--- src/pkg/cursor_pkg.sv ---
// Constants, field layouts and types for the cursor plane configuration block
package cursor_pkg;
   localparam int ADDR_W = 20;
   localparam int DATA_W = 32;
   localparam int PHYS_W = 39;
   localparam int MODE_W = 4;
   localparam int MAG_W = 12;
   localparam int POS_W = 13;
   localparam int ROT_OFS_W = 19;

   // Register byte offsets
   localparam logic [ADDR_W-1:0] CTRL_OFFSET = 20'h70080;
   localparam logic [ADDR_W-1:0] BASE_OFFSET = 20'h70084;
   localparam logic [ADDR_W-1:0] POS_OFFSET = 20'h70088;
   localparam logic [ADDR_W-1:0] POPUP_OFFSET = 20'h7008C;

   // Reset values
   localparam logic [DATA_W-1:0] CTRL_RESET = 32'h00000000;
   localparam logic [DATA_W-1:0] BASE_RESET = 32'h00000000;
   localparam logic [DATA_W-1:0] POS_RESET = 32'h00000000;
   localparam logic [DATA_W-1:0] POPUP_RESET = 32'h00000000;

   // Implemented bits; all others store nothing and read zero
   localparam logic [DATA_W-1:0] CTRL_WMASK = 32'h08008027;
   localparam logic [DATA_W-1:0] BASE_WMASK = 32'hFFFFF000;
   localparam logic [DATA_W-1:0] POS_WMASK = 32'h8FFF8FFF;
   localparam logic [DATA_W-1:0] POPUP_WMASK = 32'hFFFFF07F;

   // Field positions
   localparam int CTRL_POPUP_BIT = 27;
   localparam int CTRL_ROT_BIT = 15;
   localparam int CTRL_MODE_HI_BIT = 5;
   localparam int CTRL_MODE_LO_MSB = 2;
   localparam int BASE_LSB = 12;
   localparam int POPUP_HI_MSB = 6;
   localparam int POS_Y_SIGN_BIT = 31;
   localparam int POS_Y_MAG_LSB = 16;
   localparam int POS_X_SIGN_BIT = 15;
   localparam int POS_X_MAG_LSB = 0;

   // Mode codes as {high bit, low three bits}
   localparam logic [MODE_W-1:0] MODE_DISABLED = 4'h0;
   localparam logic [MODE_W-1:0] MODE_AINV_128 = 4'h2;
   localparam logic [MODE_W-1:0] MODE_AINV_256 = 4'h3;
   localparam logic [MODE_W-1:0] MODE_IDX3_64 = 4'h4;
   localparam logic [MODE_W-1:0] MODE_ANDXOR2_64 = 4'h5;
   localparam logic [MODE_W-1:0] MODE_IDX4_64 = 4'h6;
   localparam logic [MODE_W-1:0] MODE_AINV_64 = 4'h7;
   localparam logic [MODE_W-1:0] MODE_ARGB_128 = 4'hA;
   localparam logic [MODE_W-1:0] MODE_ARGB_256 = 4'hB;
   localparam logic [MODE_W-1:0] MODE_AXOR_64 = 4'hC;
   localparam logic [MODE_W-1:0] MODE_AXOR_128 = 4'hD;
   localparam logic [MODE_W-1:0] MODE_AXOR_256 = 4'hE;
   localparam logic [MODE_W-1:0] MODE_ARGB_64 = 4'hF;

   // Cursor edge as log2 of pixels
   localparam logic [3:0] SIZE_LOG2_NONE = 4'h0;
   localparam logic [3:0] SIZE_LOG2_64 = 4'h6;
   localparam logic [3:0] SIZE_LOG2_128 = 4'h7;
   localparam logic [3:0] SIZE_LOG2_256 = 4'h8;
   localparam logic [4:0] BPP32_BYTES_LOG2 = 5'h02;
   localparam logic [ROT_OFS_W-1:0] LAST_PX_BYTES = 19'h00004;

   localparam logic [7:0] ALPHA_ONES = 8'hFF;
   localparam logic [7:0] ALPHA_ZEROS = 8'h00;

   typedef enum logic [2:0] {
      FMT_NONE = 3'h0,
      FMT_IDX3 = 3'h1,
      FMT_ANDXOR2 = 3'h2,
      FMT_IDX4 = 3'h3,
      FMT_AND_INVERT = 3'h4,
      FMT_AND_XOR = 3'h5,
      FMT_ARGB = 3'h6
   } cursor_fmt_t;

   typedef enum logic [2:0] {
      PIX_TRANSPARENT = 3'h0,
      PIX_OPAQUE = 3'h1,
      PIX_INVERT = 3'h2,
      PIX_XOR = 3'h3,
      PIX_ALPHA = 3'h4,
      PIX_INDEXED = 3'h5
   } pixel_op_t;

   typedef enum logic [1:0] {
      FETCH_IDLE = 2'b00,
      FETCH_RUN = 2'b01,
      FETCH_DRAIN = 2'b11
   } fetch_state_t;
endpackage : cursor_pkg

--- src/pkg/cursor_mode_if.sv ---
// Mode code and pixel byte to the decoder, decoded format back
`timescale 1ns/1ps
interface cursor_mode_if;
   logic [cursor_pkg::MODE_W-1:0] mode;
   logic [7:0] alpha;
   cursor_pkg::cursor_fmt_t fmt;
   logic [3:0] size_log2;
   logic bpp32;
   logic valid;
   cursor_pkg::pixel_op_t pix_op;

   modport decoder (input mode, input alpha, output fmt, output size_log2, output bpp32, output valid,
      output pix_op);
   modport user (output mode, output alpha, input fmt, input size_log2, input bpp32, input valid,
      input pix_op);
endinterface : cursor_mode_if

--- src/rtl/cursor_mode_decode.sv ---
// Cursor mode code decoder and per-pixel blend classifier
`timescale 1ns/1ps
module cursor_mode_decode (
   cursor_mode_if.decoder dec
);
   always_comb begin
      dec.fmt = cursor_pkg::FMT_NONE;
      dec.size_log2 = cursor_pkg::SIZE_LOG2_NONE;
      dec.bpp32 = 1'b0;
      dec.valid = 1'b1;
      case (dec.mode)
         cursor_pkg::MODE_IDX3_64: begin
            dec.fmt = cursor_pkg::FMT_IDX3;
            dec.size_log2 = cursor_pkg::SIZE_LOG2_64;
         end
         cursor_pkg::MODE_ANDXOR2_64: begin
            dec.fmt = cursor_pkg::FMT_ANDXOR2;
            dec.size_log2 = cursor_pkg::SIZE_LOG2_64;
         end
         cursor_pkg::MODE_IDX4_64: begin
            dec.fmt = cursor_pkg::FMT_IDX4;
            dec.size_log2 = cursor_pkg::SIZE_LOG2_64;
         end
         cursor_pkg::MODE_AINV_64, cursor_pkg::MODE_AINV_128, cursor_pkg::MODE_AINV_256: begin
            dec.fmt = cursor_pkg::FMT_AND_INVERT;
            dec.bpp32 = 1'b1;
            dec.size_log2 = (dec.mode == cursor_pkg::MODE_AINV_64) ? cursor_pkg::SIZE_LOG2_64 :
               (dec.mode == cursor_pkg::MODE_AINV_128) ? cursor_pkg::SIZE_LOG2_128 : cursor_pkg::SIZE_LOG2_256;
         end
         cursor_pkg::MODE_AXOR_64, cursor_pkg::MODE_AXOR_128, cursor_pkg::MODE_AXOR_256: begin
            dec.fmt = cursor_pkg::FMT_AND_XOR;
            dec.bpp32 = 1'b1;
            dec.size_log2 = (dec.mode == cursor_pkg::MODE_AXOR_64) ? cursor_pkg::SIZE_LOG2_64 :
               (dec.mode == cursor_pkg::MODE_AXOR_128) ? cursor_pkg::SIZE_LOG2_128 : cursor_pkg::SIZE_LOG2_256;
         end
         cursor_pkg::MODE_ARGB_64, cursor_pkg::MODE_ARGB_128, cursor_pkg::MODE_ARGB_256: begin
            dec.fmt = cursor_pkg::FMT_ARGB;
            dec.bpp32 = 1'b1;
            dec.size_log2 = (dec.mode == cursor_pkg::MODE_ARGB_64) ? cursor_pkg::SIZE_LOG2_64 :
               (dec.mode == cursor_pkg::MODE_ARGB_128) ? cursor_pkg::SIZE_LOG2_128 : cursor_pkg::SIZE_LOG2_256;
         end
         default: begin
            // Disabled and reserved codes alike
            dec.valid = 1'b0;
         end
      endcase
   end

   always_comb begin
      dec.pix_op = cursor_pkg::PIX_TRANSPARENT;
      case (dec.fmt)
         cursor_pkg::FMT_IDX3, cursor_pkg::FMT_ANDXOR2, cursor_pkg::FMT_IDX4: begin
            dec.pix_op = cursor_pkg::PIX_INDEXED;
         end
         cursor_pkg::FMT_AND_INVERT: begin
            if (dec.alpha == cursor_pkg::ALPHA_ONES) begin
               dec.pix_op = cursor_pkg::PIX_OPAQUE;
            end else if (dec.alpha == cursor_pkg::ALPHA_ZEROS) begin
               dec.pix_op = cursor_pkg::PIX_TRANSPARENT;
            end else begin
               dec.pix_op = cursor_pkg::PIX_INVERT;
            end
         end
         cursor_pkg::FMT_AND_XOR: begin
            if (dec.alpha == cursor_pkg::ALPHA_ONES) begin
               dec.pix_op = cursor_pkg::PIX_OPAQUE;
            end else if (dec.alpha == cursor_pkg::ALPHA_ZEROS) begin
               dec.pix_op = cursor_pkg::PIX_TRANSPARENT;
            end else begin
               dec.pix_op = cursor_pkg::PIX_XOR;
            end
         end
         cursor_pkg::FMT_ARGB: begin
            dec.pix_op = cursor_pkg::PIX_ALPHA;
         end
         default: begin
            dec.pix_op = cursor_pkg::PIX_TRANSPARENT;
         end
      endcase
   end
endmodule : cursor_mode_decode

--- src/rtl/hw_cursor_plane_config.sv ---
// Cursor plane configuration registers with double buffering and fetch control
`timescale 1ns/1ps
module hw_cursor_plane_config (
   input wire logic clk_sys,
   input wire logic resetn,
   input wire logic mmio_wr_en,
   input wire logic mmio_rd_en,
   input wire logic [cursor_pkg::ADDR_W-1:0] mmio_addr,
   input wire logic [cursor_pkg::DATA_W-1:0] mmio_wdata,
   output logic [cursor_pkg::DATA_W-1:0] mmio_rdata,
   output logic mmio_rd_valid,
   input wire logic vblank_start,
   input wire logic pipe_enabled,
   input wire logic pipe_cursor_disable,
   input wire logic [7:0] pixel_alpha,
   output cursor_pkg::pixel_op_t pixel_op,
   output cursor_pkg::cursor_fmt_t cursor_format,
   output logic [3:0] cursor_size_log2,
   output logic cursor_visible,
   output logic fetch_enable,
   output logic addr_is_physical,
   output logic [cursor_pkg::PHYS_W-1:0] fetch_base,
   output logic [cursor_pkg::PHYS_W-1:0] fetch_start,
   output logic rotate_180,
   output logic pos_from_end,
   output logic [cursor_pkg::POS_W-1:0] pos_x,
   output logic [cursor_pkg::POS_W-1:0] pos_y
);
   logic [cursor_pkg::DATA_W-1:0] pend_ctrl;
   logic [cursor_pkg::DATA_W-1:0] pend_base;
   logic [cursor_pkg::DATA_W-1:0] pend_pos;
   logic [cursor_pkg::DATA_W-1:0] pend_popup;
   logic [cursor_pkg::DATA_W-1:0] act_ctrl;
   logic [cursor_pkg::DATA_W-1:0] act_base;
   logic [cursor_pkg::DATA_W-1:0] act_pos;
   logic [cursor_pkg::DATA_W-1:0] act_popup;
   logic armed;
   logic wr_ctrl;
   logic wr_base;
   logic wr_pos;
   logic wr_popup;
   logic update_now;
   logic act_popup_en;
   logic eff_valid;
   logic eff_rot;
   logic [cursor_pkg::PHYS_W-1:0] next_fetch_base;
   logic [cursor_pkg::ROT_OFS_W-1:0] rot_span;
   logic [cursor_pkg::ROT_OFS_W-1:0] rot_ofs;
   logic [4:0] span_shift;
   cursor_pkg::fetch_state_t fetch_state;
   cursor_pkg::fetch_state_t next_fetch_state;

   cursor_mode_if mode_bus ();

   cursor_mode_decode u_decode (
      .dec(mode_bus.decoder)
   );

   // Register decode
   assign wr_ctrl = mmio_wr_en && (mmio_addr == cursor_pkg::CTRL_OFFSET);
   assign wr_base = mmio_wr_en && (mmio_addr == cursor_pkg::BASE_OFFSET);
   assign wr_pos = mmio_wr_en && (mmio_addr == cursor_pkg::POS_OFFSET);
   assign wr_popup = mmio_wr_en && (mmio_addr == cursor_pkg::POPUP_OFFSET);

   // Pending copies, written by software
   always_ff @(posedge clk_sys or negedge resetn) begin
      if (!resetn) begin
         pend_ctrl <= cursor_pkg::CTRL_RESET;
         pend_base <= cursor_pkg::BASE_RESET;
         pend_pos <= cursor_pkg::POS_RESET;
         pend_popup <= cursor_pkg::POPUP_RESET;
      end else begin
         if (wr_ctrl) begin
            pend_ctrl <= mmio_wdata & cursor_pkg::CTRL_WMASK;
         end
         if (wr_base) begin
            pend_base <= mmio_wdata & cursor_pkg::BASE_WMASK;
         end
         if (wr_pos) begin
            pend_pos <= mmio_wdata & cursor_pkg::POS_WMASK;
         end
         if (wr_popup) begin
            pend_popup <= mmio_wdata & cursor_pkg::POPUP_WMASK;
         end
      end
   end

   // Arming; a base write in the update cycle keeps it armed
   always_ff @(posedge clk_sys or negedge resetn) begin
      if (!resetn) begin
         armed <= 1'b0;
      end else if (wr_base || wr_popup) begin
         armed <= 1'b1;
      end else if (update_now) begin
         armed <= 1'b0;
      end
   end

   assign mode_bus.mode = {act_ctrl[cursor_pkg::CTRL_MODE_HI_BIT], act_ctrl[cursor_pkg::CTRL_MODE_LO_MSB:0]};
   assign mode_bus.alpha = pixel_alpha;
   assign act_popup_en = act_ctrl[cursor_pkg::CTRL_POPUP_BIT];

   // Update point: vblank start, pipe off, or cursor currently off
   assign update_now = armed && (vblank_start || !pipe_enabled || !mode_bus.valid);

   // Active copies, moved together
   always_ff @(posedge clk_sys or negedge resetn) begin
      if (!resetn) begin
         act_ctrl <= cursor_pkg::CTRL_RESET;
         act_base <= cursor_pkg::BASE_RESET;
         act_pos <= cursor_pkg::POS_RESET;
         act_popup <= cursor_pkg::POPUP_RESET;
      end else if (update_now) begin
         act_ctrl <= pend_ctrl;
         act_base <= pend_base;
         act_pos <= pend_pos;
         act_popup <= pend_popup;
      end
   end

   // 32bpp formats cannot run as popup; rotation applies to 32bpp only
   assign eff_valid = mode_bus.valid && !(act_popup_en && mode_bus.bpp32);
   assign eff_rot = act_ctrl[cursor_pkg::CTRL_ROT_BIT] && mode_bus.bpp32;

   // Base address selection
   always_comb begin
      if (act_popup_en) begin
         next_fetch_base = {act_popup[cursor_pkg::POPUP_HI_MSB:0], act_popup[31:cursor_pkg::BASE_LSB],
            {cursor_pkg::BASE_LSB{1'b0}}};
      end else begin
         next_fetch_base = {{(cursor_pkg::PHYS_W - 32){1'b0}}, act_base[31:cursor_pkg::BASE_LSB],
            {cursor_pkg::BASE_LSB{1'b0}}};
      end
   end

   // Offset to last pixel of last line for rotated 32bpp surfaces
   assign span_shift = {mode_bus.size_log2, 1'b0} + cursor_pkg::BPP32_BYTES_LOG2;
   assign rot_span = {{(cursor_pkg::ROT_OFS_W - 1){1'b0}}, 1'b1} << span_shift;
   assign rot_ofs = eff_rot ? (rot_span - cursor_pkg::LAST_PX_BYTES) : '0;

   // Fetch sequencer
   always_comb begin
      next_fetch_state = fetch_state;
      case (fetch_state)
         cursor_pkg::FETCH_IDLE: begin
            if (eff_valid && pipe_enabled) begin
               next_fetch_state = cursor_pkg::FETCH_RUN;
            end
         end
         cursor_pkg::FETCH_RUN: begin
            if (!pipe_enabled) begin
               next_fetch_state = cursor_pkg::FETCH_IDLE;
            end else if (!eff_valid) begin
               next_fetch_state = cursor_pkg::FETCH_DRAIN;
            end
         end
         cursor_pkg::FETCH_DRAIN: begin
            if (!pipe_enabled) begin
               next_fetch_state = cursor_pkg::FETCH_IDLE;
            end else if (eff_valid) begin
               next_fetch_state = cursor_pkg::FETCH_RUN;
            end else if (vblank_start) begin
               next_fetch_state = cursor_pkg::FETCH_IDLE;
            end
         end
         default: begin
            next_fetch_state = cursor_pkg::FETCH_IDLE;
         end
      endcase
   end

   always_ff @(posedge clk_sys or negedge resetn) begin
      if (!resetn) begin
         fetch_state <= cursor_pkg::FETCH_IDLE;
      end else begin
         fetch_state <= next_fetch_state;
      end
   end

   assign fetch_enable = (fetch_state != cursor_pkg::FETCH_IDLE);

   // Registered outputs to the blender and fetch unit
   always_ff @(posedge clk_sys or negedge resetn) begin
      if (!resetn) begin
         cursor_format <= cursor_pkg::FMT_NONE;
         cursor_size_log2 <= cursor_pkg::SIZE_LOG2_NONE;
         cursor_visible <= 1'b0;
         addr_is_physical <= 1'b0;
         fetch_base <= '0;
         fetch_start <= '0;
         rotate_180 <= 1'b0;
         pos_from_end <= 1'b0;
         pixel_op <= cursor_pkg::PIX_TRANSPARENT;
      end else begin
         cursor_format <= eff_valid ? mode_bus.fmt : cursor_pkg::FMT_NONE;
         cursor_size_log2 <= eff_valid ? mode_bus.size_log2 : cursor_pkg::SIZE_LOG2_NONE;
         cursor_visible <= eff_valid && !pipe_cursor_disable;
         addr_is_physical <= act_popup_en;
         fetch_base <= next_fetch_base;
         fetch_start <= next_fetch_base + {{(cursor_pkg::PHYS_W - cursor_pkg::ROT_OFS_W){1'b0}}, rot_ofs};
         rotate_180 <= eff_rot;
         pos_from_end <= eff_rot;
         pixel_op <= (eff_valid && !pipe_cursor_disable) ? mode_bus.pix_op : cursor_pkg::PIX_TRANSPARENT;
      end
   end

   // Sign-magnitude position to two's complement
   always_ff @(posedge clk_sys or negedge resetn) begin
      if (!resetn) begin
         pos_x <= '0;
         pos_y <= '0;
      end else begin
         pos_x <= act_pos[cursor_pkg::POS_X_SIGN_BIT] ?
            -{1'b0, act_pos[cursor_pkg::POS_X_MAG_LSB +: cursor_pkg::MAG_W]} :
            {1'b0, act_pos[cursor_pkg::POS_X_MAG_LSB +: cursor_pkg::MAG_W]};
         pos_y <= act_pos[cursor_pkg::POS_Y_SIGN_BIT] ?
            -{1'b0, act_pos[cursor_pkg::POS_Y_MAG_LSB +: cursor_pkg::MAG_W]} :
            {1'b0, act_pos[cursor_pkg::POS_Y_MAG_LSB +: cursor_pkg::MAG_W]};
      end
   end

   // Read port returns the software-written copies
   always_ff @(posedge clk_sys or negedge resetn) begin
      if (!resetn) begin
         mmio_rdata <= '0;
         mmio_rd_valid <= 1'b0;
      end else begin
         mmio_rd_valid <= mmio_rd_en;
         if (mmio_rd_en) begin
            case (mmio_addr)
               cursor_pkg::CTRL_OFFSET: mmio_rdata <= pend_ctrl;
               cursor_pkg::BASE_OFFSET: mmio_rdata <= pend_base;
               cursor_pkg::POS_OFFSET: mmio_rdata <= pend_pos;
               cursor_pkg::POPUP_OFFSET: mmio_rdata <= pend_popup;
               default: mmio_rdata <= '0;
            endcase
         end
      end
   end
endmodule : hw_cursor_plane_config

--- config.mk ---
export PLATFORM = sky130hd
export DESIGN_NAME = hw_cursor_plane_config
export DESIGN_NICKNAME = d
export VERILOG_FILES = /design/src/pkg/cursor_pkg.sv /design/src/pkg/cursor_mode_if.sv /design/src/rtl/cursor_mode_decode.sv /design/src/rtl/hw_cursor_plane_config.sv
export SDC_FILE = /design/constraint.sdc
export NUM_CORES = 1
export LEC_CHECK = 0
export BUFFER_PORTS_ARGS = -buffer_cell sky130_fd_sc_hd__buf_2
export CAP_MARGIN = 10
export CORE_MARGIN = 5
export CORE_UTILIZATION = 35
export CTS_CLUSTER_SIZE = 28
export DETAILED_ROUTE_END_ITERATION = 8
export HOLD_SLACK_MARGIN = 0.02
export PLACE_DENSITY = 0.63
export SETUP_SLACK_MARGIN = 0.15
export SLEW_MARGIN = 5
export SYNTH_ARGS = -nofsm -noshare
export SYNTH_HDL_FRONTEND = slang
export SYNTH_SLANG_ARGS = --single-unit
--- constraint.sdc ---
create_clock -name clk_sys -period 8.91 [get_ports clk_sys]
set_input_delay 0.4455 -clock clk_sys [delete_from_list [all_inputs] [get_ports clk_sys]]
set_output_delay 0.4455 -clock clk_sys [all_outputs]
set_load 0.02 [all_outputs]
* Yosys cells after proc, flatten, opt, wreduce, memory -nomap -nowiden *
Cells that the tools add are included.

storage, ports and cells
  register bits = 311
  output and inout port bits = 152
  word-level logic and storage cells = 117

cells by class
  $add $sub $neg = 5
  equal/unequal tests = 28
  shifts and indexed selects = 1
  mux-type cells = 32
  reductions and logical operators = 29

operator list
  kind                   count
  $pmux 32 s4            1
  $eq 20x19->1 const B   4
  $add 39x19->39         1
  $mux 39                1
  $mux 4                 7
  $mux 13                2
  $neg 12->13            2
  $eq 4x4->1 const B     6
  $mux 19                1
  $shl 1x5->19 const A   1
  $sub 19x3->19 const B  1
  $pmux 3 s6             1
  $eq 4x3->1 const B     4
  $mux 2                 8
  $pmux 4 s4             1
  $reduce_or 3->1        5
  $mux 3                 4
  $pmux 3 s4             1
  $reduce_or 12->1       1
  $logic_and 1x1->1      10
  $eq 3x3->1 const B     3
  $reduce_or 9->1        1
  $eq 4x2->1 const B     2
  $eq 8x8->1 const B     1
  other kinds (16)       26

* Logic depth before layout (Yosys ltp) *
Gate-level depths: netlist of the first run.

  word-level depth = 9
  mapped depth = 16
  mapped depth without buffers = 14

* By module *
From an unflattened synthesis of the first run, not the netlist that was laid out.

unflattened totals
  cells, all modules = 974
  area total of the unflattened synthesis = 12637.1 um2

by module, submodules not included
  module                  instances  cells each  area each (um2)  seq. area each (um2)
  hw_cursor_plane_config  1          937         12384.4          7432.1
  cursor_mode_decode      1          37          252.7            0.0

* Worst setup path after synthesis of the first run *
OpenSTA, ideal clock, no wires.

  kind = register to register
  start = reg act_ctrl[27] (netlist bit)
  end = reg fetch_start[27] (netlist bit)
  setup time = 0.132 ns
  arrival time = 3.088 ns
  data required time = 8.778 ns
  slack = 5.691 ns
  stages on the path, launching flop included = 12
  path buffers = 4
  cells stage by stage = dfrtp_1 buf_4 buf_2 buf_1 buf_2 mux2_2 ha_1 a211oi_1 nor2_1 o41ai_2 nor3_1 xor2_1

on the way
  cells in the longest elaborated chain, start to end = 2

ends and longest elaborated chain
  what                           RTL line                       source
  start, declared                hw_cursor_plane_config.sv:33   logic [cursor_pkg::DATA_W-1:0] act_ctrl;
  start signal, assigned         hw_cursor_plane_config.sv:109  act_ctrl <= cursor_pkg::CTRL_RESET;
  start signal, assigned         hw_cursor_plane_config.sv:114  act_ctrl <= pend_ctrl;
  $mux 39                        hw_cursor_plane_config.sv:127  if (act_popup_en) begin
  via next_fetch_base (one bit)  hw_cursor_plane_config.sv:46   logic [cursor_pkg::PHYS_W-1:0] next_fetch_base;
  $add 39x19->39                 hw_cursor_plane_config.sv:200  fetch_start <= next_fetch_base + {{(cursor_pkg::PHYS_W - cursor_pkg::ROT_OFS_W){1'b0}}, rot_ofs};
  end signal, assigned           hw_cursor_plane_config.sv:200
  end, declared                  hw_cursor_plane_config.sv:23   output logic [cursor_pkg::PHYS_W-1:0] fetch_start,

The timed path passes the listed nets, and every way through them passes these cells.
A chain may end at the register's enable or synchronous reset.

* Worst setup path in the final report of the first run *
  start = reg act_ctrl[1] (netlist bit)
  end = reg fetch_start[37] (netlist bit)

on the way
  cells in the longest elaborated chain, start to end = 9
  elaborated cells on any way between the ends = 31
  classes of those cells = add/sub (3); eq/ne (12); shift (1); mux (9); reduce/logical (6)

ends and longest elaborated chain
  what                                RTL line                                                                      source
  $eq 4x4->1 (tied with other cells)  cursor_mode_decode.sv:11, cursor_mode_decode.sv:40
  $mux 4, on equally long branches    cursor_mode_decode.sv:40, cursor_mode_decode.sv:28, cursor_mode_decode.sv:34
  $mux 4, on equally long branches    cursor_mode_decode.sv:39, cursor_mode_decode.sv:27, cursor_mode_decode.sv:33
  $pmux 4 s4                          cursor_mode_decode.sv:11                                                      case (dec.mode)
  $add 5x2->5                         hw_cursor_plane_config.sv:137                                                 assign span_shift = {mode_bus.size_log2, 1'b0} + cursor_pkg::BPP32_BYTES_LOG2;
  $shl 1x5->19                        hw_cursor_plane_config.sv:138                                                 assign rot_span = {{(cursor_pkg::ROT_OFS_W - 1){1'b0}}, 1'b1} << span_shift;
  $sub 19x3->19                       hw_cursor_plane_config.sv:139                                                 assign rot_ofs = eff_rot ? (rot_span - cursor_pkg::LAST_PX_BYTES) : '0;
  $mux 19 (*)                         hw_cursor_plane_config.sv:139
  $add 39x19->39 (*)                  hw_cursor_plane_config.sv:200

Mark *: on every way between the ends. The rest lies on a longest branch, timed or not.

==> results of run 1 <==
## what timing repair did
action,in CTS,in global routing
hold buffers,2,0
endpoints found under the hold margin,99,0
setup endpoints to repair,0,0
## state kept, by name, indices dropped and copies added, names as in the netlist, 2 cells and up
register / flops
fetch_state: 2
cursor_format: 3
pend_pos: 26
pos_x: 13
act_ctrl: 6
pend_base: 20
pos_y: 13
cursor_size_log2: 3
mmio_rdata: 32
act_pos: 26
pend_popup: 27
act_popup: 27
pixel_op: 3
fetch_base: 27
act_base: 20
fetch_start: 37
pend_ctrl: 6
## critical path: cells and delay by family (launching register included)
| family | cells | cell delay [ns] |
|---|---|---|
| XOR/XNOR | 2 | 0.35 |
| AND/OR/NAND/NOR | 5 | 0.84 |
| AO/OA/AOI/OAI | 4 | 1.28 |
| adder cells (fa/ha/maj) | 2 | 0.59 |
| flip-flops | 1 | 0.55 |
| buffers and inverters | 1 | 0.08 |
## metal layers
metal | vias up | GRT usage | share of wire | wire [um]
met5 | - | 0 | 0.0015 | 48
met4 | 8 | 0.0299 | 0.015 | 461
met3 | 39 | 0.0320 | 0.057 | 1790
met2 | 172 | 0.250 | 0.46 | 14400
met1 | 3914 | 0.232 | 0.47 | 14800
li1 | 3609 | - | - | -
## stage by stage
stage,power [mW],hold slack [ns],std cells,utilization,instance area [um^2]
5_1_grt,2.79,0.0962,1590,0.421,14900
2_1_floorplan,1.39,0.150,915,-,12500
3_3_place_gp,1.44,0.448,1533,0.392,13900
6_report,2.68,0.106,1590,0.421,14900
3_5_place_dp,1.44,0.448,1533,0.392,13900
4_1_cts,2.72,0.0717,1589,0.421,14900
## power groups by stage
| stage | combinational [mW] | clock, mW | sequential (mW) |
|---|---|---|---|
| after floorplan | 0.0216 | 0 | 1.37 |
| after global placement | 0.0717 | 0 | 1.37 |
| after detailed placement | 0.0727 | 0 | 1.37 |
| after CTS | 0.0735 | 1.31 | 1.34 |
| after global routing | 0.0810 | 1.36 | 1.34 |
| final | 0.0702 | 1.27 | 1.35 |
## worst max path at each step
stage,slack [ns],from,depth (start not counted),to
2_1_floorplan,5.69,act_ctrl[27],11,fetch_start[27]
3_3_place_gp,5.18,act_ctrl[1],14,fetch_start[31]
3_5_place_dp,5.06,act_ctrl[1],14,fetch_start[32]
4_1_cts,5.05,act_ctrl[1],14,fetch_start[32]
5_1_grt,4.65,act_ctrl[1],14,fetch_start[31]
6_report,5.09,act_ctrl[1],14,fetch_start[37]
## cell usage after synthesis, types with 3 or more instances
cell	count
sky130_fd_sc_hd__a211oi_1	5
sky130_fd_sc_hd__a21boi_0	8
sky130_fd_sc_hd__a21o_1	7
sky130_fd_sc_hd__a21oi_1	11
sky130_fd_sc_hd__a22o_1	4
sky130_fd_sc_hd__a22oi_1	17
sky130_fd_sc_hd__a32o_1	5
sky130_fd_sc_hd__and2_1	12
sky130_fd_sc_hd__buf_2	14
sky130_fd_sc_hd__buf_4	18
sky130_fd_sc_hd__clkbuf_1	19
sky130_fd_sc_hd__dfrtp_1	296
sky130_fd_sc_hd__ha_1	10
sky130_fd_sc_hd__inv_1	17
sky130_fd_sc_hd__mux2_1	20
sky130_fd_sc_hd__mux2_2	150
sky130_fd_sc_hd__mux2_4	20
sky130_fd_sc_hd__mux2i_1	14
sky130_fd_sc_hd__nand2_1	40
sky130_fd_sc_hd__nand2b_1	7
sky130_fd_sc_hd__nand3_1	9
sky130_fd_sc_hd__nand3b_1	4
sky130_fd_sc_hd__nand4_1	6
sky130_fd_sc_hd__nor2_1	24
sky130_fd_sc_hd__nor2b_1	8
sky130_fd_sc_hd__nor3_1	8
sky130_fd_sc_hd__o21a_1	4
sky130_fd_sc_hd__o21ai_0	19
sky130_fd_sc_hd__o2bb2ai_1	26
sky130_fd_sc_hd__o31ai_1	5
sky130_fd_sc_hd__or2_2	3
sky130_fd_sc_hd__or3_1	6
sky130_fd_sc_hd__or4_1	5
sky130_fd_sc_hd__xnor2_1	32
sky130_fd_sc_hd__xor2_1	12
## cell type report
class                   instances  area, um^2  area share
well taps                     461         577      0.0387
flip-flops and latches        296        7410       0.497
repair buffers                216        1120      0.0754
multi-input cells             544        4710       0.316
inverters                      18        67.6     0.00453
clock buffers                  52         975      0.0654
diodes                          1        2.50    0.000168
clock inverters                 2        35.0     0.00235
## kinds of logic after synthesis
group | synth area share
xor gates and xnor gates | 0.0309
buffers and inverters | 0.0324
adders and majority gates | 0.0116
muxes | 0.193
other | 0.000603
AOI/OAI and AO/OA | 0.0740
and+or+nand+nor | 0.0635
DFF | 0.594
==> out/results.md, run 1 <==
## Yosys
• **area of the mapped netlist** 12,500 um^2
• **area fraction of the dominant cell type after synthesis** 0.594
• **Main synth FF type** sky130_fd_sc_hd__dfrtp_1
• **cell type with the largest total area after synthesis** sky130_fd_sc_hd__dfrtp_1
• **instance count of the mapped netlist** 902
• **yosys warns** 0
• **top cells by area in the synthesized netlist** sky130_fd_sc_hd__dfrtp_1 (59%), sky130_fd_sc_hd__mux2_2 (14%), sky130_fd_sc_hd__mux2_4 (2.4%), sky130_fd_sc_hd__xnor2_1 (2.2%), sky130_fd_sc_hd__o2bb2ai_1 (1.8%)
• **mean instance size in the synthesized netlist** 13.8 um^2
• **number of synthesized flops with an enable pin** 0
• **count of unique library cells instantiated by Yosys** 60
• **share of the yosys chip area belonging to registers** 0.594
• **share of flip-flops with an asynchronous set or reset** 1.00
• **post-synthesis register bit count** 296

## CTS
• **number of levels in the clock H-tree** 1
• **Clock Pin Slew Worst Setup and Hold Paths** 0.06 ns
• **cell chosen for the clock root** sky130_fd_sc_hd__clkbuf_16
• **CTS tree** built
• **CTS Buf Count** 31
• **clock net sink count** 296
• **post-CTS resize count** 0
• **Post-CTS Repair Setup Buffers** 0
• **maximum number of buffers from clock root to sink** 3
• **insertion delay to the later sink of the worst-skew pair** 0.55 ns

## Global route
• **via count of the first global-routing pass** 8,192
• **initial antenna violation count** 5
• **largest net degree at the start of global routing** 101
• **GR Util All Layers** 0.159
• **wire length of the first global-routing pass** 49,200 um
• **total grt overflow** 0

## Cells and area
• **count of fill cells added during filler insertion** 3,362
• **fraction of layout cells with a size suffix above 1** 0.392
• **# nets final** 1,185
• **area overhead of the layout relative to synthesis** 19.6%
• **commonest non-fill, non-tap cells in the layout** sky130_fd_sc_hd__dfrtp_1 (295), sky130_fd_sc_hd__buf_2 (204), sky130_fd_sc_hd__mux2_2 (150)
• **most common library cell in the layout ignoring fill and taps** sky130_fd_sc_hd__dfrtp_1

## Worst setup path
• **Slowest cell on crit path** sky130_fd_sc_hd__o41ai_2
• **worst-path cell chain** nor2_1 > inv_1 > ha_1 > xnor2_1 > nand2_1 > o21ai_0 > a22oi_1 > nor2b_1 > ha_1 > o21ai_0 > nor2_1 > o41ai_2 > nor3_1 > xnor2_1
• **Arr. time, crit path** 4.25 ns
• **FF-to-FF End** fetch_start[37]
• **Critical Path Sink Type** register
• **element type at the critical path start** register
• **critical path data required time** 9.34 ns
• **worst stage delay on the critical path** 0.83 ns
• **number of cells traversed by the worst register-to-register path** 14
• **critical register-to-register path startpoint** act_ctrl[1]
• **worst-case register-to-register setup slack** 5.09 ns
• **Crit Path Category** reg -> reg
• **largest driver fanout on the critical path** 18

## Timing
• **Final Max Tran Viols** 0
• **setup_tns** 0 ns
• **number of failing setup endpoints in the final timing report** 0
• **share of the clock period used by the worst path** 0.429
• **post-route minimum period** 3.82 ns
• **highest clock rate** 0.262 GHz
• **skew final** 0.00756 ns
• **RSZ-0062 raised after global routing** no
• **number of hold-slack violations in the final timing report** 0
• **worst slew pin tran** 1.16 ns
• **minimum setup slack in the final design** 5.09 ns
• **headroom to the max-slew limit** 0.229

## Power and ir drop
• **switching power total** 556 uW
• **worst vdd ir** 0.000163 V
• **fraction of power consumed by combinational cells** 0.026
• **power share of the clock group** 0.472
• **leakage power of the design** 7.94 nW
• **sequential share of power** 0.502
• **cell internal power dissipation** 2.12 mW
• **switching power as a share of total power** 0.207
• **power per cell area** 180 nW/um^2

## Status
• **result of the run** finished, final reports clean

## Route
• **via total after detailed routing** 7,742
• **post-detailed-routing wire length** 31,500 um
• **drt first-iter violations** 274
• **remaining design rule violation count** 0
• **post-DR wirelength/cell** 19.8 um
• **number of nets with antenna violations after routing** 0
• **first-pass iteration count of the detailed router** 6
• **vias per std cell** 4.87

## Hold path
• **end of the worst hold path** fetch_state[1]
• **worst hold path startpoint** vblank_start
• **class of the most critical hold timing path** in -> reg
• **hold depth** 2

## Die
• **Die X-Extent** 199 um
• **die height** 199 um
• **number of placement rows** 69
• **core region area** 35,400 um^2
• **initial standard-cell utilization of the core** 0.352
• **Die ar.** 39,500 um^2
• **number of top-level pins** 219

## Place
• **Final HPWL DP** 22,100 um
• **Setup Slack @ Placement** 5.06 ns
• **Port Buffers** 205
• **weighted congestion reported at the end of routability-driven placement** 0.838

## Job
• **number of max-capacitance violations reported** 0

(Power assumes the default switching activity.)
==> inputs of run 2 (changes only) <==
- clock period: 8.91 -> 3.7 ns (I/O delays scaled with it)
==> out/results.md, run 2 (synthesized netlist as in run 1, its figures left out) <==
## Power and ir drop
• **worst vdd ir** 0.000363 V
• **leakage power of the design** 8.19 nW
• **power per cell area** 427 nW/um^2

## Timing
• **worst slew pin tran** 1.04 ns
• **highest clock rate** 0.324 GHz
• **number of failing setup endpoints in the final timing report** 0
• **Final Hold Slack** 0.0500 ns
• **headroom to the max-slew limit** 0.309
• **RSZ-0062 raised after global routing** no
• **number of hold-slack violations in the final timing report** 0
• **setup_tns** 0 ns
• **share of the clock period used by the worst path** 0.833
• **skew final** 0.0284 ns
• **minimum setup slack in the final design** 0.618 ns
• **post-route minimum period** 3.08 ns
• **Final Max Tran Viols** 0

## Worst setup path
• **FF-to-FF End** fetch_start[32]
• **critical register-to-register path startpoint** act_ctrl[2]
• **Slowest cell on crit path** sky130_fd_sc_hd__a21boi_0
• **worst-path cell chain** buf_4 > nand2b_1 > nand2_1 > a21boi_0 > and2_1 > fa_1 > a211oi_1 > o21ai_1 > nand3b_1 > nor3_1 > xnor2_1
• **worst-case register-to-register setup slack** 0.62 ns
• **number of cells traversed by the worst register-to-register path** 11
• **top cell family by delay on the critical path** simple AND/OR/NAND/NOR gates
• **worst stage delay on the critical path** 0.48 ns
• **Critical Path Sink Type** register
• **timing startpoint of the critical path** act_ctrl[2]
• **Arr. time, crit path** 3.56 ns
• **buffer and inverter count on the worst path** 1
• **critical path data required time** 4.18 ns
• **Crit Path Category** reg -> reg
• **element type at the critical path start** register
• **largest driver fanout on the critical path** 14

## Cells and area
• **fraction of layout cells with a size suffix above 1** 0.389
• **Top Registers** fetch_start (37), mmio_rdata (32)
• **most common library cell in the layout ignoring fill and taps** sky130_fd_sc_hd__dfrtp_1
• **area overhead of the layout relative to synthesis** 23.7%
• **# nets final** 1,234
• **max FFs per register** 37
• **Non-Filler Instances** 1,645
• **Top reg by flops** fetch_start
• **commonest non-fill, non-tap cells in the layout** sky130_fd_sc_hd__dfrtp_1 (295), sky130_fd_sc_hd__buf_2 (204), sky130_fd_sc_hd__mux2_2 (150)
• **post-route design area** 15,400 um^2
• **count of fill cells added during filler insertion** 3,270

## Route
• **vias per std cell** 4.83
• **post-DR wirelength/cell** 19.1 um
• **number of nets with antenna violations after routing** 0
• **remaining design rule violation count** 0
• **via total after detailed routing** 7,938
• **drt first-iter violations** 391
• **post-detailed-routing wire length** 31,500 um
• **first-pass iteration count of the detailed router** 4

## CTS
• **Post-CTS Repair Setup Buffers** 0
• **maximum number of buffers from clock root to sink** 3
• **clock net sink count** 296
• **CTS tree** built
• **Clock Pin Slew Worst Setup and Hold Paths** 0.06 ns
• **cell chosen for the clock root** sky130_fd_sc_hd__clkbuf_16
• **number of levels in the clock H-tree** 1
• **CTS Buf Count** 31
• **insertion delay to the later sink of the worst-skew pair** 0.56 ns

## Hold path
• **worst hold path startpoint** mmio_addr[3]
• **end of the worst hold path** mmio_rdata[1]
• **class of the most critical hold timing path** in -> reg
• **hold depth** 3

## Place
• **Port Buffers** 205
• **Final HPWL DP** 22,700 um
• **total cell area at the placement stage** 14,000 um^2
• **total instance count after detailed placement** 1,545
• **weighted congestion reported at the end of routability-driven placement** 0.824
• **Setup Slack @ Placement** 0.294 ns

## Global route
• **GR Util All Layers** 0.158
• **wire length of the first global-routing pass** 49,300 um
• **largest net degree at the start of global routing** 132
• **total grt overflow** 0
• **global routing met3 resource utilization** 0.0298
• **global-route track usage on met1** 0.232
• **global routing's busiest layer** met2
• **initial antenna violation count** 4
• **met2 Use GR** 0.243
• **via count of the first global-routing pass** 8,324

## Die
• **Die ar.** 39,500 um^2
• **Die X-Extent** 199 um
• **number of top-level pins** 219
• **initial standard-cell utilization of the core** 0.352
• **number of placement rows** 69
• **die height** 199 um
• **core region area** 35,400 um^2

## Job
• **number of max-capacitance violations reported** 0

## Status
• **result of the run** finished, final reports clean

## run 2: cell count changes in the layout (fill, tap and decap cells not counted)
cell	delta
sky130_fd_sc_hd__buf_12	+2
sky130_fd_sc_hd__buf_4	+10
sky130_fd_sc_hd__bufinv_16	+2
sky130_fd_sc_hd__clkbuf_1	-1
sky130_fd_sc_hd__clkbuf_8	-6
sky130_fd_sc_hd__clkinv_2	+6
sky130_fd_sc_hd__clkinvlp_4	+1
sky130_fd_sc_hd__diode_2	+2
sky130_fd_sc_hd__dlygate4sd3_1	+37
sky130_fd_sc_hd__inv_6	+1
sky130_fd_sc_hd__inv_8	+1
sky130_fd_sc_hd__o21ai_0	-1
sky130_fd_sc_hd__o21ai_1	+1
## run 2: how the worst max path moves through the flow
stage / to / depth (start not counted)
after floorplan: fetch_start[27] / 11
after global placement: fetch_start[32] / 14
after detailed placement: fetch_start[32] / 14
after CTS: fetch_start[32] / 14
after global routing: fetch_start[32] / 11
final: fetch_start[32] / 11
## run 2: layout make-up
type,count,area (um^2),share of cell area
multi-input cells,544,4710,0.305
repair buffers,265,1610,0.104
diodes,3,7.51,0.000487
well taps,461,577,0.0374
inverters,18,67.6,0.00438
clock buffers,45,888,0.0576
clock inverters,13,153,0.00990
flip-flops and latches,296,7410,0.480
## run 2: routing by layer
metal  share of wire  vias up
li1                -     3703
met1            0.48     3991
met2            0.44      192
met3           0.055       50
met4           0.025        2
met5         0.00041        -
## run 2: stage by stage
stage                     power [mW]  utilization
final                           6.58        0.436
after global routing            6.83        0.436
after global placement          3.47        0.395
after floorplan                 3.35            -
after CTS                       6.69        0.435
after detailed placement        3.48        0.395
## run 2: power breakdown
part           total [mW]  internal [mW]  switching (mW)
logic               0.206         0.0711           0.135
clock network        3.14           1.87            1.26
registers            3.24           3.24        0.000278
total                6.58           5.18            1.40
## run 2: timing repair
| item | 4_1_cts | 5_1_grt |
|---|---|---|
| endpoints found under the setup margin | 0 | 3 |
| endpoints found under the hold margin | 211 | 0 |
| gates resized for setup | 0 | 1 |
| hold buffers | 39 | 0 |
## run 2: worst reg2reg max path, stage by stage, from the launching register on
cell and delay, ns:
sky130_fd_sc_hd__dfrtp_1 0.39, sky130_fd_sc_hd__buf_4 0.19, sky130_fd_sc_hd__nand2b_1 0.12, sky130_fd_sc_hd__nand2_1 0.15, sky130_fd_sc_hd__a21boi_0 0.48, sky130_fd_sc_hd__and2_1 0.26, sky130_fd_sc_hd__fa_1 0.25, sky130_fd_sc_hd__a211oi_1 0.11
sky130_fd_sc_hd__o21ai_1 0.40, sky130_fd_sc_hd__nand3b_1 0.25, sky130_fd_sc_hd__nor3_1 0.27, sky130_fd_sc_hd__xnor2_1 0.16
